$ cat src/hw/vdff_pkg.sv
//Behaviour
//- A/D self-check mismatch while tristated sets the A/D flag; reading the register clears it.
//- A logic self-test failure keeps the channel tristated while the fault persists.
//- Logic self-test status sits in exception bits 10:9 and clears on read.
//- Restart after self-test failure: clear diagnostic bits, then set the drive enable bit.
//- Trimming CRC failure selects default trimming and sets service fault bits 18:17.
//- Trimming CRC flag clears only on reset; mask bit 5 forces stored data.
//- Calibration CRC failure loads defaults and sets exception bits 14:13 until reset.
//- Calibration recovery by re-enabling the channel or setting driver mask bits 14:13.
//- Off-state self test failure, tristated, diagnostic off, sets bits 8:7; read clears.
//- Output differing from PWM command while driving sets bits 12:11; read clears.
//- Logic self-test stays idle while its request bit is zero.
//- Registers with failed CRC data are loaded with all zeros.
package vdff_pkg;

   localparam int CH_N   = 2;
   localparam int APB_AW = 8;
   localparam int IRQ_N  = 6;

   ////////////////////////////////////////////////////////////////////////
   // Register offsets
   localparam logic [APB_AW-1:0] OFS_EXC  = 8'h00;
   localparam logic [APB_AW-1:0] OFS_SVC  = 8'h04;
   localparam logic [APB_AW-1:0] OFS_SMSK = 8'h08;
   localparam logic [APB_AW-1:0] OFS_DMSK = 8'h0c;
   localparam logic [APB_AW-1:0] OFS_DRV  = 8'h10;
   localparam logic [APB_AW-1:0] OFS_CFG  = 8'h14;
   localparam logic [APB_AW-1:0] OFS_IRQS = 8'h18;
   localparam logic [APB_AW-1:0] OFS_IRQM = 8'h1c;

   ////////////////////////////////////////////////////////////////////////
   // Field positions (low bit of each per-channel field; the single trimming bits for the _BIT names)
   localparam int EXC_ADC_LSB   = 0;
   localparam int EXC_OST_LSB   = 7;
   localparam int EXC_BIST_LSB  = 9;
   localparam int EXC_PWM_LSB   = 11;
   localparam int EXC_CRC_LSB   = 13;
   localparam int SVC_TFLG_BIT  = 17;
   localparam int SVC_TDEF_BIT  = 18;
   localparam int SMSK_TRIM_BIT = 5;
   localparam int DMSK_CRC_LSB  = 13;
   localparam int DRV_EN_LSB    = 0;
   localparam int CFG_BIST_LSB  = 0;
   localparam int CFG_OST_LSB   = 2;
   localparam int CFG_ODIAG_LSB = 4;

   // Interrupt status bits
   localparam int IRQ_ADC  = 0;
   localparam int IRQ_BIST = 1;
   localparam int IRQ_OST  = 2;
   localparam int IRQ_PWM  = 3;
   localparam int IRQ_SCRC = 4;
   localparam int IRQ_TCRC = 5;

   ////////////////////////////////////////////////////////////////////////
   // Reset values
   localparam logic [CH_N-1:0]  CH_RST   = 2'h0;
   localparam logic [IRQ_N-1:0] IRQ_RST  = 6'h00;
   localparam logic [31:0]      WORD_RST = 32'h0000_0000;

endpackage

$ cat src/hw/vdff_cor_flag.sv
`timescale 1ns/1ps
module vdff_cor_flag #(
   parameter int W = 2
) (
   input  wire logic         i_mclk,
   input  wire logic         i_rst,
   input  wire logic [W-1:0] i_set,
   input  wire logic [W-1:0] i_clr,
   output logic      [W-1:0] o_q
);
   import vdff_pkg::*;

   typedef struct packed {
      logic [W-1:0] q;
   } vdff_cor_t;

   vdff_cor_t s;
   vdff_cor_t n;

   // Only bits that were returned to software are cleared; a set wins
   always_comb begin
      n   = s;
      n.q = (s.q & ~i_clr) | i_set;
   end

   always_ff @(posedge i_mclk or posedge i_rst) begin
      if (i_rst) begin
         s <= '0;
      end else begin
         s <= n;
      end
   end

   assign o_q = s.q;
endmodule

$ cat src/hw/vdff_fault_flags.sv
`timescale 1ns/1ps
module vdff_fault_flags #(
   parameter int CAL_W  = 8,
   parameter int TRIM_W = 8
) (
   input  wire logic                               i_mclk,
   input  wire logic                               i_rst,
   input  wire logic                               i_psel,
   input  wire logic                               i_penable,
   input  wire logic                               i_pwrite,
   input  wire logic [vdff_pkg::APB_AW-1:0]        i_paddr,
   input  wire logic [31:0]                        i_pwdata,
   input  wire logic [3:0]                         i_pstrb,
   output logic                                    o_pready,
   output logic [31:0]                             o_prdata,
   output logic                                    o_pslverr,
   input  wire logic [vdff_pkg::CH_N-1:0]          i_adc_mismatch,
   input  wire logic [vdff_pkg::CH_N-1:0]          i_bist_fail,
   input  wire logic [vdff_pkg::CH_N-1:0]          i_ost_fail,
   input  wire logic [vdff_pkg::CH_N-1:0]          i_pwm_mismatch,
   input  wire logic [vdff_pkg::CH_N-1:0]          i_sol_crc_fail,
   input  wire logic                               i_trim_crc_fail,
   input  wire logic [vdff_pkg::CH_N*CAL_W-1:0]    i_cal_data,
   input  wire logic [TRIM_W-1:0]                  i_trim_data,
   output logic [vdff_pkg::CH_N-1:0]               o_drive_on,
   output logic [vdff_pkg::CH_N-1:0]               o_bist_run,
   output logic [vdff_pkg::CH_N-1:0]               o_ost_run,
   output logic [vdff_pkg::CH_N*CAL_W-1:0]         o_cal_data,
   output logic [TRIM_W-1:0]                       o_trim_data,
   output logic                                    o_irq
);
   import vdff_pkg::*;

   typedef struct packed {
      logic [CH_N-1:0]         drv_en;
      logic [CH_N-1:0]         cfg_bist;
      logic [CH_N-1:0]         cfg_ost;
      logic [CH_N-1:0]         cfg_odiag;
      logic                    svc_msk;
      logic [CH_N-1:0]         drv_msk;
      logic [IRQ_N-1:0]        irq_msk;
      logic                    trim_flag;
      logic                    trim_forced;
      logic [CH_N-1:0]         sol_crc;
      logic [CH_N-1:0]         sol_dflt;
      logic [CH_N-1:0]         bist_hold;
      logic [CH_N*CAL_W-1:0]   cal_q;
      logic [TRIM_W-1:0]       trim_q;
      logic [31:0]             prdata;
      logic                    slverr;
      logic                    done;
   } vdff_st_t;

   vdff_st_t         s;
   vdff_st_t         n;

   logic [CH_N-1:0]  tri_ch;
   logic [CH_N-1:0]  adc_set;
   logic [CH_N-1:0]  bist_set;
   logic [CH_N-1:0]  ost_set;
   logic [CH_N-1:0]  pwm_set;
   logic [CH_N-1:0]  adc_q;
   logic [CH_N-1:0]  bist_q;
   logic [CH_N-1:0]  ost_q;
   logic [CH_N-1:0]  pwm_q;
   logic [CH_N-1:0]  adc_clr;
   logic [CH_N-1:0]  bist_clr;
   logic [CH_N-1:0]  ost_clr;
   logic [CH_N-1:0]  pwm_clr;
   logic [IRQ_N-1:0] irq_set;
   logic [IRQ_N-1:0] irq_clr;
   logic [IRQ_N-1:0] irq_q;
   logic             acc;
   logic             fin;
   logic             rd_fin;
   logic             wr_fin;
   logic             exc_rd_fin;
   logic             wr_drv_fin;
   logic             hit;
   logic [31:0]      rd_val;
   logic [31:0]      wr_val;
   logic [CH_N-1:0]  drv_new;
   logic [CH_N-1:0]  rise;
   logic             trim_dflt;

   function automatic logic [31:0] merge_bytes(input logic [31:0] old_v,
                                               input logic [31:0] new_v,
                                               input logic [3:0]  strb);
      logic [31:0] r;
      r = old_v;
      for (int b = 0; b < 4; b++) begin
         if (strb[b]) begin
            r[b*8 +: 8] = new_v[b*8 +: 8];
         end
      end
      return r;
   endfunction

   ////////////////////////////////////////////////////////////////////////
   // Flag qualification
   assign o_drive_on = s.drv_en & ~s.bist_hold;
   assign tri_ch     = ~o_drive_on;
   assign o_bist_run = s.cfg_bist & tri_ch;
   assign o_ost_run  = s.cfg_ost & ~s.cfg_odiag & tri_ch;
   assign adc_set    = i_adc_mismatch & tri_ch;
   assign bist_set   = i_bist_fail & s.cfg_bist;
   assign ost_set    = i_ost_fail & o_ost_run;
   assign pwm_set    = i_pwm_mismatch & o_drive_on;

   assign acc        = i_psel & i_penable;
   assign fin        = acc & s.done;
   assign rd_fin     = fin & ~i_pwrite;
   assign wr_fin     = fin & i_pwrite & hit;
   assign exc_rd_fin = rd_fin && (i_paddr == OFS_EXC);
   assign wr_drv_fin = wr_fin && (i_paddr == OFS_DRV);

   // Clear only what the completed read returned, so late events survive
   assign adc_clr  = exc_rd_fin ? s.prdata[EXC_ADC_LSB +: CH_N] : CH_RST;
   assign bist_clr = exc_rd_fin ? s.prdata[EXC_BIST_LSB +: CH_N] : CH_RST;
   assign ost_clr  = exc_rd_fin ? s.prdata[EXC_OST_LSB +: CH_N] : CH_RST;
   assign pwm_clr  = exc_rd_fin ? s.prdata[EXC_PWM_LSB +: CH_N] : CH_RST;
   assign irq_clr  = (rd_fin && (i_paddr == OFS_IRQS)) ? s.prdata[IRQ_N-1:0] : IRQ_RST;

   always_comb begin
      irq_set           = IRQ_RST;
      irq_set[IRQ_ADC]  = |adc_set;
      irq_set[IRQ_BIST] = |bist_set;
      irq_set[IRQ_OST]  = |ost_set;
      irq_set[IRQ_PWM]  = |pwm_set;
      irq_set[IRQ_SCRC] = |i_sol_crc_fail;
      irq_set[IRQ_TCRC] = i_trim_crc_fail;
   end

   vdff_cor_flag #(.W(CH_N)) u_adc (
      .i_mclk (i_mclk),
      .i_rst  (i_rst),
      .i_set  (adc_set),
      .i_clr  (adc_clr),
      .o_q    (adc_q)
   );

   vdff_cor_flag #(.W(CH_N)) u_bist (
      .i_mclk (i_mclk),
      .i_rst  (i_rst),
      .i_set  (bist_set),
      .i_clr  (bist_clr),
      .o_q    (bist_q)
   );

   vdff_cor_flag #(.W(CH_N)) u_ost (
      .i_mclk (i_mclk),
      .i_rst  (i_rst),
      .i_set  (ost_set),
      .i_clr  (ost_clr),
      .o_q    (ost_q)
   );

   vdff_cor_flag #(.W(CH_N)) u_pwm (
      .i_mclk (i_mclk),
      .i_rst  (i_rst),
      .i_set  (pwm_set),
      .i_clr  (pwm_clr),
      .o_q    (pwm_q)
   );

   vdff_cor_flag #(.W(IRQ_N)) u_irq (
      .i_mclk (i_mclk),
      .i_rst  (i_rst),
      .i_set  (irq_set),
      .i_clr  (irq_clr),
      .o_q    (irq_q)
   );

   ////////////////////////////////////////////////////////////////////////
   // Register readback and decode
   assign trim_dflt = s.trim_flag & ~(s.trim_forced | s.svc_msk);

   always_comb begin
      rd_val = WORD_RST;
      hit    = 1'b1;
      unique case (i_paddr)
         OFS_EXC: begin
            rd_val[EXC_ADC_LSB +: CH_N]  = adc_q;
            rd_val[EXC_OST_LSB +: CH_N]  = ost_q;
            rd_val[EXC_BIST_LSB +: CH_N] = bist_q;
            rd_val[EXC_PWM_LSB +: CH_N]  = pwm_q;
            rd_val[EXC_CRC_LSB +: CH_N]  = s.sol_crc;
         end
         OFS_SVC: begin
            rd_val[SVC_TFLG_BIT] = s.trim_flag;
            rd_val[SVC_TDEF_BIT] = trim_dflt;
         end
         OFS_SMSK: rd_val[SMSK_TRIM_BIT]            = s.svc_msk;
         OFS_DMSK: rd_val[DMSK_CRC_LSB +: CH_N]     = s.drv_msk;
         OFS_DRV:  rd_val[DRV_EN_LSB +: CH_N]       = s.drv_en;
         OFS_CFG: begin
            rd_val[CFG_BIST_LSB +: CH_N]  = s.cfg_bist;
            rd_val[CFG_OST_LSB +: CH_N]   = s.cfg_ost;
            rd_val[CFG_ODIAG_LSB +: CH_N] = s.cfg_odiag;
         end
         OFS_IRQS: rd_val[IRQ_N-1:0] = irq_q;
         OFS_IRQM: rd_val[IRQ_N-1:0] = s.irq_msk;
         default:  hit = 1'b0;
      endcase
      wr_val  = merge_bytes(rd_val, i_pwdata, i_pstrb);
      drv_new = wr_drv_fin ? wr_val[DRV_EN_LSB +: CH_N] : s.drv_en;
      rise    = drv_new & ~s.drv_en;
   end

   ////////////////////////////////////////////////////////////////////////
   // Next state
   always_comb begin
      n = s;
      // One wait state so read data leaves a flip-flop
      if (acc && !s.done) begin
         n.done   = 1'b1;
         n.prdata = i_pwrite ? WORD_RST : rd_val;
         n.slverr = ~hit;
      end
      if (fin) begin
         n.done = 1'b0;
      end
      if (wr_fin) begin
         unique case (i_paddr)
            OFS_SMSK: n.svc_msk = wr_val[SMSK_TRIM_BIT];
            OFS_DMSK: n.drv_msk = wr_val[DMSK_CRC_LSB +: CH_N];
            OFS_CFG: begin
               n.cfg_bist  = wr_val[CFG_BIST_LSB +: CH_N];
               n.cfg_ost   = wr_val[CFG_OST_LSB +: CH_N];
               n.cfg_odiag = wr_val[CFG_ODIAG_LSB +: CH_N];
            end
            OFS_IRQM: n.irq_msk = wr_val[IRQ_N-1:0];
            default: ;
         endcase
      end
      n.drv_en = drv_new;
      for (int c = 0; c < CH_N; c++) begin
         // Hold drops only once the fault is gone and its flag was read away
         if (wr_drv_fin && wr_val[DRV_EN_LSB + c] && !i_bist_fail[c] && !bist_q[c]) begin
            n.bist_hold[c] = 1'b0;
         end
         if (bist_set[c]) begin
            n.bist_hold[c] = 1'b1;
         end
         if (rise[c]) begin
            n.sol_dflt[c] = 1'b0;
         end
         if (i_sol_crc_fail[c]) begin
            n.sol_dflt[c] = 1'b1;
            n.sol_crc[c]  = 1'b1;
         end
         n.cal_q[c*CAL_W +: CAL_W] = (s.sol_dflt[c] && !s.drv_msk[c]) ?
                                     '0 : i_cal_data[c*CAL_W +: CAL_W];
      end
      n.trim_flag   = s.trim_flag | i_trim_crc_fail;
      // Once masked while the CRC flag is set, the stored trimming stays in use until reset
      n.trim_forced = s.trim_forced | (s.trim_flag & s.svc_msk);
      n.trim_q      = trim_dflt ? '0 : i_trim_data;
   end

   always_ff @(posedge i_mclk or posedge i_rst) begin
      if (i_rst) begin
         s <= '0;
      end else begin
         s <= n;
      end
   end

   assign o_pready    = s.done;
   assign o_prdata    = s.prdata;
   assign o_pslverr   = s.slverr & s.done;
   assign o_cal_data  = s.cal_q;
   assign o_trim_data = s.trim_q;
   assign o_irq       = |(irq_q & s.irq_msk);
endmodule

$ cat config.mk
export PLATFORM = sky130hd
export DESIGN_NAME = vdff_fault_flags
export DESIGN_NICKNAME = d
export VERILOG_FILES = /design/src/hw/vdff_pkg.sv /design/src/hw/vdff_cor_flag.sv /design/src/hw/vdff_fault_flags.sv
export SDC_FILE = /design/constraint.sdc
export NUM_CORES = 1
export LEC_CHECK = 0
export BUFFER_PORTS_ARGS = -buffer_cell sky130_fd_sc_hd__buf_2
export CAP_MARGIN = 30
export CORE_ASPECT_RATIO = 0.6
export CORE_MARGIN = 2
export CORE_UTILIZATION = 49
export CTS_CLUSTER_SIZE = 24
export DETAILED_ROUTE_END_ITERATION = 7
export PLACE_DENSITY_LB_ADDON = 0.05
export SYNTH_ARGS = -nofsm -noshare
export SYNTH_HDL_FRONTEND = slang
export SYNTH_SLANG_ARGS = --single-unit
$ cat constraint.sdc
create_clock -name i_mclk -period 2.8 [get_ports i_mclk]
set_input_delay 0.42 -clock i_mclk [delete_from_list [all_inputs] [get_ports i_mclk]]
set_output_delay 0.42 -clock i_mclk [all_outputs]
set_load 0.01 [all_outputs]
==> impl_metrics.yaml, run 1 <==
placed_design:
  hpwl_um: 6565
  place_inst: 524
  portBuffers: 106
  gp_congestion: 0.8604
worst_setup_path:
  cp_top_family: "simple AND/OR/NAND/NOR gates"
  worstPathCellList: "nand2b_1, inv_1, nor3b_1, buf_2"
  end_kind: "output port"
  crit_buf_inv: 2
  cp_data_arrival_time_ns: 1.65
  crit_type: "flip-flop to output port"
  startpoint_type: "flip-flop"
  crit_slowest_cell: "dfrtp_1"
  worstPathMaxFanout: 4
  max_stage_delay_ns: 0.44
  crit_required_ns: 2.38
yosys:
  yosysSeqAreaShare_pct: 51.44
  synth_area_per_cell_um2: 11.07
  postSynthCellCount: 356
  synth_seq_cells: 81
  synth_top_area_share_pct: 51.44
  synth_top_area_cell: "dfrtp_1"
  ys_warn_count: 0
  synth.distinct_cells: 42
  synth.most_common_cell: "dfrtp_1"
  synth_common_cells: "dfrtp_1 (81), buf_4 (57), nand2_1 (43)"
  yosys_most_used_dff: "dfrtp_1"
  async_flop_share_pct: 100.0
  synth_edf_count: 0
  netlist_area_um2: 3940
  ys_top_cells_by_area: "dfrtp_1 (51%), buf_4 (11%), mux2_2 (5.7%)"
status:
  status: "complete, no violations"
floorplan:
  dieArea_um2: 8798
  core.rowCount: 25
  ios: 149
  initial_core_util_pct: 50.18
  coreArea_um2: 7851
  die_w_um: 119.8
  die_h_um: 73.46
layout:
  fin_cells: 540
  drive_above_1_share_pct: 37.27
  area_growth_pct: 16.32
  nNetsFinal: 512
  antennaDiodeCount: 0
sta:
  min_period_ns: 2.067
  finalSetupViolations: 0
  hold_viol: 0
  slew_headroom_pct: 58.54
  finalCritPeriodShare_pct: 73.82
  rsz0062_at_grt: "false"
  fmax_mhz: 483.8
  fin_worst_skew_ns: 0.008324
  fin_tns_setup_ns: 0
  maxSlewViolCount: 0
  worst_pin_slew_ns: 0.6218
cts:
  cts_resized: 0
  htreeDepth: 3
  hold_buffers: 0
  cts.clk_slew.worst_paths_ns: 0.06
  cts_buffers: 9
  cts.path.max_buffers: 2
  cts_tree: "done"
  cts_setup_buffers: 0
  insertion_delay_ns: 0.34
  cts_sinks: 81
  root_buffer: "clkbuf_16"
power:
  powerDensity_nw_per_um2: 591.4
  peakVddDrop_mv: 0.2826
  p_leak_nw: 2.378
detailed_routing:
  routed.top_layer: "met4"
  drc: 0
  via_count: 2807
  drt_iter0_markers: 225
  via_per_inst: 5.198
  drtPass1Iterations: 4
  drtAntennaViolNets: 0
  drt-total-wl_um: 8983
  met3_length_um: 800
  wl_met1_um: 4480
  wl_met2_um: 3621
  wl_per_cell_um: 16.64
global_routing:
  grt_pass1_wl_um: 14030
  grt_antenna_before_repair: 0
  overflow: 0
  grt_use_total_pct: 21.67
  grt_max_degree: 50
  grt_pass1_vias: 2549
job:
  drv_cap: 0
min_path:
  hold_path.class: "input port to async pin"
## path summary, 6_finish.rpt
path | to | slack (ns) | cells after the start | start
worst max-delay path | o_ost_run[1] | 0.73 | 4 | s[82]$_DFF_PP0_
worst max register to register | s[82]$_DFF_PP0_ | 1.10 | 4 | o_pready$_DFFE_PP0P_
min in group i_mclk | o_cal_data[9]$_DFF_PP0_ | 0.28 | 2 | i_cal_data[9]
worst min-delay path | o_cal_data[2]$_DFF_PP0_ | 0.13 | 2 | i_rst
max in group asynchronous | o_trim_data[4]$_DFF_PP0_ | 2.01 | 3 | i_rst
worst min register to register | s[63]$_DFFE_PP0P_ | 0.46 | 1 | s[63]$_DFFE_PP0P_
## report_power, final
group	internal, W	switching [W]	total, W
clock network	0.000849	0.000445	0.00129
logic	0.0000790	0.000126	0.000205
registers	0.00119	0.0000170	0.00121
total	0.00212	0.000589	0.00271
## metrics by stage
step	total power, W	cell area, um2	hold WS [ns]	utilization (%)	setup WS (ns)
6_report	0.002711	4583	0.1312	58.37	0.7330
5_1_grt	0.002807	4583	0.1837	58.37	0.6619
4_1_cts	0.002738	4576	0.1515	58.28	0.7189
3_5_place_dp	0.001436	4245	0.4567	54.07	0.4459
3_3_place_gp	0.001433	4245	0.4499	54.07	0.4664
2_1_floorplan	0.001366	3996	0.4372	-	0.2999
## cell usage in the layout (no fill, tap or decap), types with 2 or more instances in the layout
cell type,instances
a211o_1,2
a21o_1,9
a21oi_1,3
a221o_1,3
a22o_1,12
a22oi_1,7
a31oi_1,4
and2_1,25
buf_2,106
buf_4,5
bufinv_16,2
clkbuf_16,9
clkbuf_8,3
conb_1,16
dfrtp_1,81
inv_1,3
mux2_1,2
mux2_2,20
nand2_1,43
nand2b_1,4
nand3_1,4
nand4b_1,2
nor2_1,12
nor2b_1,10
nor3b_1,4
nor4_4,3
o21ai_0,3
o31ai_1,7
o41ai_1,7
or2_2,5
## area by class of cell
class / count / area [um2]
clock buffer: 13 / 270.3
clock inverter: 2 / 60.06
fill: 711 / 3268
inverter: 4 / 16.27
multi-input combinational: 219 / 1479
sequential: 81 / 2027
tap: 108 / 135.1
timing repair buffer: 113 / 595.6
## state kept, by name (all words and copies together) (netlist names)
register / cells
s: 26
o_cal_data: 16
o_prdata: 16
o_trim_data: 8
u_irq.o_q: 6
u_adc.o_q: 2
u_bist.o_q: 2
u_ost.o_q: 2
u_pwm.o_q: 2
o_pready: 1
## logic make-up (layout without fill, tap and decap cells)
group | count (synthesis) | after routing | share of synthesized area [%]
buffers and inverters | 71 | 132 | 12.45
AOI/OAI and AO/OA | 60 | 60 | 11.88
DFF | 81 | 81 | 51.44
muxes | 23 | 23 | 6.859
and+or+nand+nor | 120 | 120 | 17.28
other | 1 | 16 | 0.09518
## per-layer routing
metal  track usage (%)  vias up
li1                  -     1315
met1             34.12     1359
met2             28.00      128
met3             6.366        5
met4             7.059        0
met5                 0        -
(Power assumes the default switching activity.)
==> run 2: changes to the inputs <==
- clock period: 2.8 -> 2.15 ns (I/O delays scaled with it)
==> impl_metrics.yaml, run 2 (same netlist as run 1, synthesis figures left out) <==
status:
  status: "complete, no violations"
sta:
  rsz0062_at_grt: "false"
  slew_headroom_pct: 63.87
  fmax_mhz: 546.6
  hold_viol: 0
  worst_pin_slew_ns: 0.5408
  hold_ws_ns: 0.03035
  maxSlewViolCount: 0
  finalSetupViolations: 0
  min_period_ns: 1.830
  fin_worst_skew_ns: 0.005228
  fin_tns_setup_ns: 0
  finalCritPeriodShare_pct: 85.10
worst_setup_path:
  worstPathMaxFanout: 4
  crit_cells: 4
  rrSetupSlack_ns: 0.44
  max_stage_delay_ns: 0.45
  startpoint_type: "flip-flop"
  timing.critical_path.to: "o_ost_run[1]"
  crit_slowest_cell: "dfrtp_1"
  end_kind: "output port"
  worstPathCellList: "nand2b_1, inv_1, nor3b_1, buf_2"
  crit_required_ns: 1.83
  crit_buf_inv: 2
  reg2regPathDepth: 5
  cp_top_family: "flip-flops"
  startpoint: "s[82]$_DFF_PP0_"
  cp_data_arrival_time_ns: 1.51
  reg2reg_to: "s[82]$_DFF_PP0_"
  reg2reg_from: "u_irq.o_q[1]$_DFF_PP0_"
  crit_type: "flip-flop to output port"
power:
  peakVddDrop_mv: 0.4925
  powerDensity_nw_per_um2: 707.0
  p_leak_nw: 2.430
floorplan:
  dieArea_um2: 8798
  initial_core_util_pct: 50.18
  coreArea_um2: 7851
  die_w_um: 119.8
  ios: 149
  core.rowCount: 25
  die_h_um: 73.46
layout:
  final_cell_mix: "buf_2 (106), dfrtp_1 (81), nand2_1 (43)"
  top_register: "s"
  drive_above_1_share_pct: 39.73
  area_growth_pct: 18.35
  largest_reg_flops: 26
  layout_commonest_cell: "buf_2"
  antennaDiodeCount: 0
  n_fill_cell: 713
  nNetsFinal: 527
min_path:
  hold_path.class: "input port to async pin"
global_routing:
  grt_use_total_pct: 22.13
  overflow: 0
  grt_max_degree: 27
  grt_antenna_before_repair: 0
  grt_pass1_wl_um: 14450
  grt_pass1_vias: 2691
cts:
  htreeDepth: 3
  insertion_delay_ns: 0.33
  cts_sinks: 81
  cts_resized: 0
  hold_buffers: 0
  cts.clk_slew.worst_paths_ns: 0.06
  cts.path.max_buffers: 2
  cts_tree: "done"
  cts_setup_buffers: 0
  root_buffer: "clkbuf_16"
  cts_buffers: 9
placed_design:
  gp_congestion: 0.7994
  hpwl_um: 6807
  portBuffers: 106
detailed_routing:
  drtAntennaViolNets: 0
  drtPass1Iterations: 5
  via_per_inst: 5.117
  via_count: 2845
  wl_per_cell_um: 16.47
  drt_iter0_markers: 171
  drt-total-wl_um: 9159
  drc: 0
job:
  drv_cap: 0
-- run 2: cell types whose count changed in the layout (fill, tap and decap cells not counted), moves of 2 or more --
cell / delta
bufinv_16: -2
clkinvlp_4: +3
clkinv_2: +2
buf_4: +15
-- run 2: layout make-up --
class / instances / area [um2] / area share, %
Clock inverter: 5 / 30.03 / 0.6439
Timing Repair Buffer: 128 / 720.7 / 15.45
Tap cell: 108 / 135.1 / 2.898
Inverter: 4 / 18.77 / 0.4025
Sequential cell: 81 / 2027 / 43.47
Clock buffer: 11 / 252.7 / 5.420
Multi-Input combinational cell: 219 / 1479 / 31.71
-- run 2: worst min path at each step --
stage,from,end,cells past startpoint
global route,i_rst,o_prdata[7]$_DFFE_PP0P_,2
CTS,i_rst,o_prdata[7]$_DFFE_PP0P_,2
finish,i_rst,o_prdata[7]$_DFFE_PP0P_,2
detailed placement,i_rst,o_prdata[7]$_DFFE_PP0P_,2
global placement,i_rst,o_prdata[7]$_DFFE_PP0P_,2
floorplan,i_trim_crc_fail,u_irq.o_q[5]$_DFF_PP0_,1
-- run 2: routing by layer --
metal / part of all wire, % / routed length [um] / track usage (%) / vias up
met5: 0 / 0 / 0 / -
met4: 0.92 / 84 / 6.536 / 0
met2: 42 / 3888 / 30.98 / 115
met1: 48 / 4424 / 32.83 / 1380
met3: 8.3 / 761 / 7.065 / 7
li1: - / - / - / 1343
-- run 2: through the flow --
stage / worst slack [ns] / utilization [%] / power, W / instances / cell area, um2
after detailed placement: 0.06354 / 55.79 / 0.001888 / 540 / 4380
after CTS: 0.3176 / 59.39 / 0.003335 / 556 / 4663
final: 0.3204 / 59.39 / 0.003297 / 556 / 4663
after global routing: 0.1925 / 59.39 / 0.003435 / 556 / 4663
after floorplan: 0.2675 / - / 0.001779 / 371 / 4000
after global placement: 0.08217 / 55.79 / 0.001883 / 540 / 4380
-- run 2: where the power goes --
part,total [W],switching (W),internal [W]
combinational,0.000283,0.000166,0.000116
sequential,0.00158,0.0000226,0.00155
clock,0.00144,0.000599,0.000838
total,0.00330,0.000788,0.00251
==> run 3: changes to the inputs <==
--- a/config.mk
+++ b/config.mk
@@ -15,2 +15,3 @@
 export PLACE_DENSITY_LB_ADDON = 0.05
+export SETUP_SLACK_MARGIN = 0.5
 export SYNTH_ARGS = -nofsm -noshare
==> constraint.sdc (replaced) <==
create_clock -name i_mclk -period 2.15 [get_ports i_mclk]
set_input_delay 0.1075 -clock i_mclk [delete_from_list [all_inputs] [get_ports i_mclk]]
set_output_delay 0.1075 -clock i_mclk [all_outputs]
set_load 0.01 [all_outputs]
==> impl_metrics.yaml, run 3 (same netlist as run 1, synthesis figures left out) <==
status:
  status: "complete, no violations"
power:
  p_sw_share_pct: 24.14
  p_leak_nw: 2.531
  p_clk_share_pct: 42.5
  finalPower_w: 0.003303
  powerDensity_nw_per_um2: 671.4
  p_int_w: 0.002506
  p_sw_w: 0.0007975
  p_seq_share_pct: 47.7
  p_comb_share_pct: 9.8
  peakVddDrop_mv: 0.4264
layout:
  area_growth_pct: 24.87
  antennaDiodeCount: 0
  top_register: "s"
  layout_commonest_cell: "buf_2"
  nNetsFinal: 549
  fin_cells: 577
  drive_above_1_share_pct: 37.74
  largest_reg_flops: 26
  final_cell_mix: "buf_2 (106), dfrtp_1 (81), nand2_1 (43)"
  n_fill_cell: 673
sta:
  worst_pin_slew_ns: 0.7056
  min_period_ns: 1.627
  finalSetupViolations: 0
  fin_worst_skew_ns: 0.007559
  finalCritPeriodShare_pct: 75.65
  maxSlewViolCount: 0
  slew_headroom_pct: 52.86
  rsz0062_at_grt: "true"
  hold_viol: 0
  fin_tns_setup_ns: 0
  fmax_mhz: 614.8
floorplan:
  die_w_um: 119.8
  die_h_um: 73.46
  coreArea_um2: 7851
  ios: 149
  initial_core_util_pct: 50.18
  core.rowCount: 25
  dieArea_um2: 8798
worst_setup_path:
  crit_cells: 3
  crit_buf_inv: 0
  end_kind: "flip-flop"
  crit_required_ns: 2.37
  worstPathCellList: "mux4_2, a21o_1, mux2_1"
  cp_data_arrival_time_ns: 1.84
  max_stage_delay_ns: 0.51
  cp_top_family: "multiplexers"
  reg2regPathDepth: 3
  crit_slowest_cell: "mux4_2"
  worstPathMaxFanout: 6
  startpoint_type: "flip-flop"
  crit_type: "flip-flop to flip-flop"
detailed_routing:
  drtPass1Iterations: 4
  via_per_inst: 5.128
  drc: 0
  wl_per_cell_um: 16.33
  drt-total-wl_um: 9420
  drtAntennaViolNets: 0
  drt_iter0_markers: 218
  via_count: 2959
min_path:
  hold_path.class: "input port to flip-flop"
  hold_depth: 2
placed_design:
  hpwl_um: 6590
  portBuffers: 106
  gp_congestion: 0.8756
  place_inst: 533
cts:
  cts.clk_slew.worst_paths_ns: 0.06
  htreeDepth: 3
  cts_tree: "done"
  cts_buffers: 9
  cts.path.max_buffers: 2
  insertion_delay_ns: 0.34
  cts_sinks: 81
  root_buffer: "clkbuf_16"
global_routing:
  grt_pass1_vias: 2756
  grt_use_met3_pct: 5.978
  grtUsageMet1_pct: 34.10
  grt.busiest_layer: "met1"
  grt_max_degree: 29
  overflow: 0
  met2_usage_pct: 31.43
  grt_use_total_pct: 22.68
  grt_pass1_wl_um: 14760
  grt_antenna_before_repair: 0
job:
  drv_cap: 0
-- run 3: stage by stage --
| stage | instance area, um2 | util [%] | hold WS, ns | worst slack, ns |
|---|---|---|---|---|
| 6_report | 4920 | 62.66 | 0.02203 | 0.5235 |
| 5_1_grt | 4920 | 62.66 | 0.03066 | 0.4113 |
| 4_1_cts | 4906 | 62.49 | 0.004062 | 0.5485 |
| 3_5_place_dp | 4333 | 55.19 | 0.2551 | 0.1296 |
| 3_3_place_gp | 4333 | 55.19 | 0.2535 | 0.1678 |
| 2_1_floorplan | 4005 | - | 0.1998 | 0.5206 |
-- run 3: power groups by stage --
stage,Sequential [W],Combinational [W],Clock [W]
2_1_floorplan,0.00160,0.000181,0
3_3_place_gp,0.00160,0.000277,0
3_5_place_dp,0.00160,0.000281,0
4_1_cts,0.00158,0.000324,0.00144
5_1_grt,0.00158,0.000357,0.00150
6_report,0.00158,0.000322,0.00140
-- run 3: path summary, 6_finish.rpt --
kind,slack (ns),to,start
setup reg to reg,0.52,s[81]$_DFF_PP0_,s[79]$_DFFE_PP0P_
max in group asynchronous,1.15,o_prdata[14]$_DFFE_PP0P_,i_rst
hold reg to reg,0.47,s[63]$_DFFE_PP0P_,s[63]$_DFFE_PP0P_
setup / recovery,0.52,s[81]$_DFF_PP0_,s[79]$_DFFE_PP0P_
min in group asynchronous,0.44,o_prdata[7]$_DFFE_PP0P_,i_rst
hold / removal,0.02,u_pwm.o_q[0]$_DFF_PP0_,i_pwm_mismatch[0]
-- run 3: timing repair --
action	CTS	global route
endpoints found under the setup margin	5	16
resized for setup	3	3
hold endpoints to repair	53	0
setup buffers	1	0
hold buffers	28	0
pin swaps	1	0
-- run 3: cell type report --
type | instances | area (um2) | share of cell area [%]
Tap cell | 108 | 135.1 | 2.747
Inverter | 4 | 18.77 | 0.3815
Clock inverter | 5 | 32.53 | 0.6612
Sequential cell | 81 | 2027 | 41.20
Timing Repair Buffer | 150 | 955.9 | 19.43
Clock buffer | 10 | 239.0 | 4.858
Multi-Input combinational cell | 219 | 1511 | 30.72
-- run 3: metal layers --
metal / routed length, um / up-vias
li1: - / 1387
met1: 4570 / 1448
met4: 78 / 0
met3: 805 / 6
met2: 3966 / 118
met5: 0 / -
-- run 3: worst reg2reg max path, cell delays in order (launching register included) --
cell	delay, ns
dfrtp_1	0.44
mux4_2	0.51
a21o_1	0.24
mux2_1	0.31
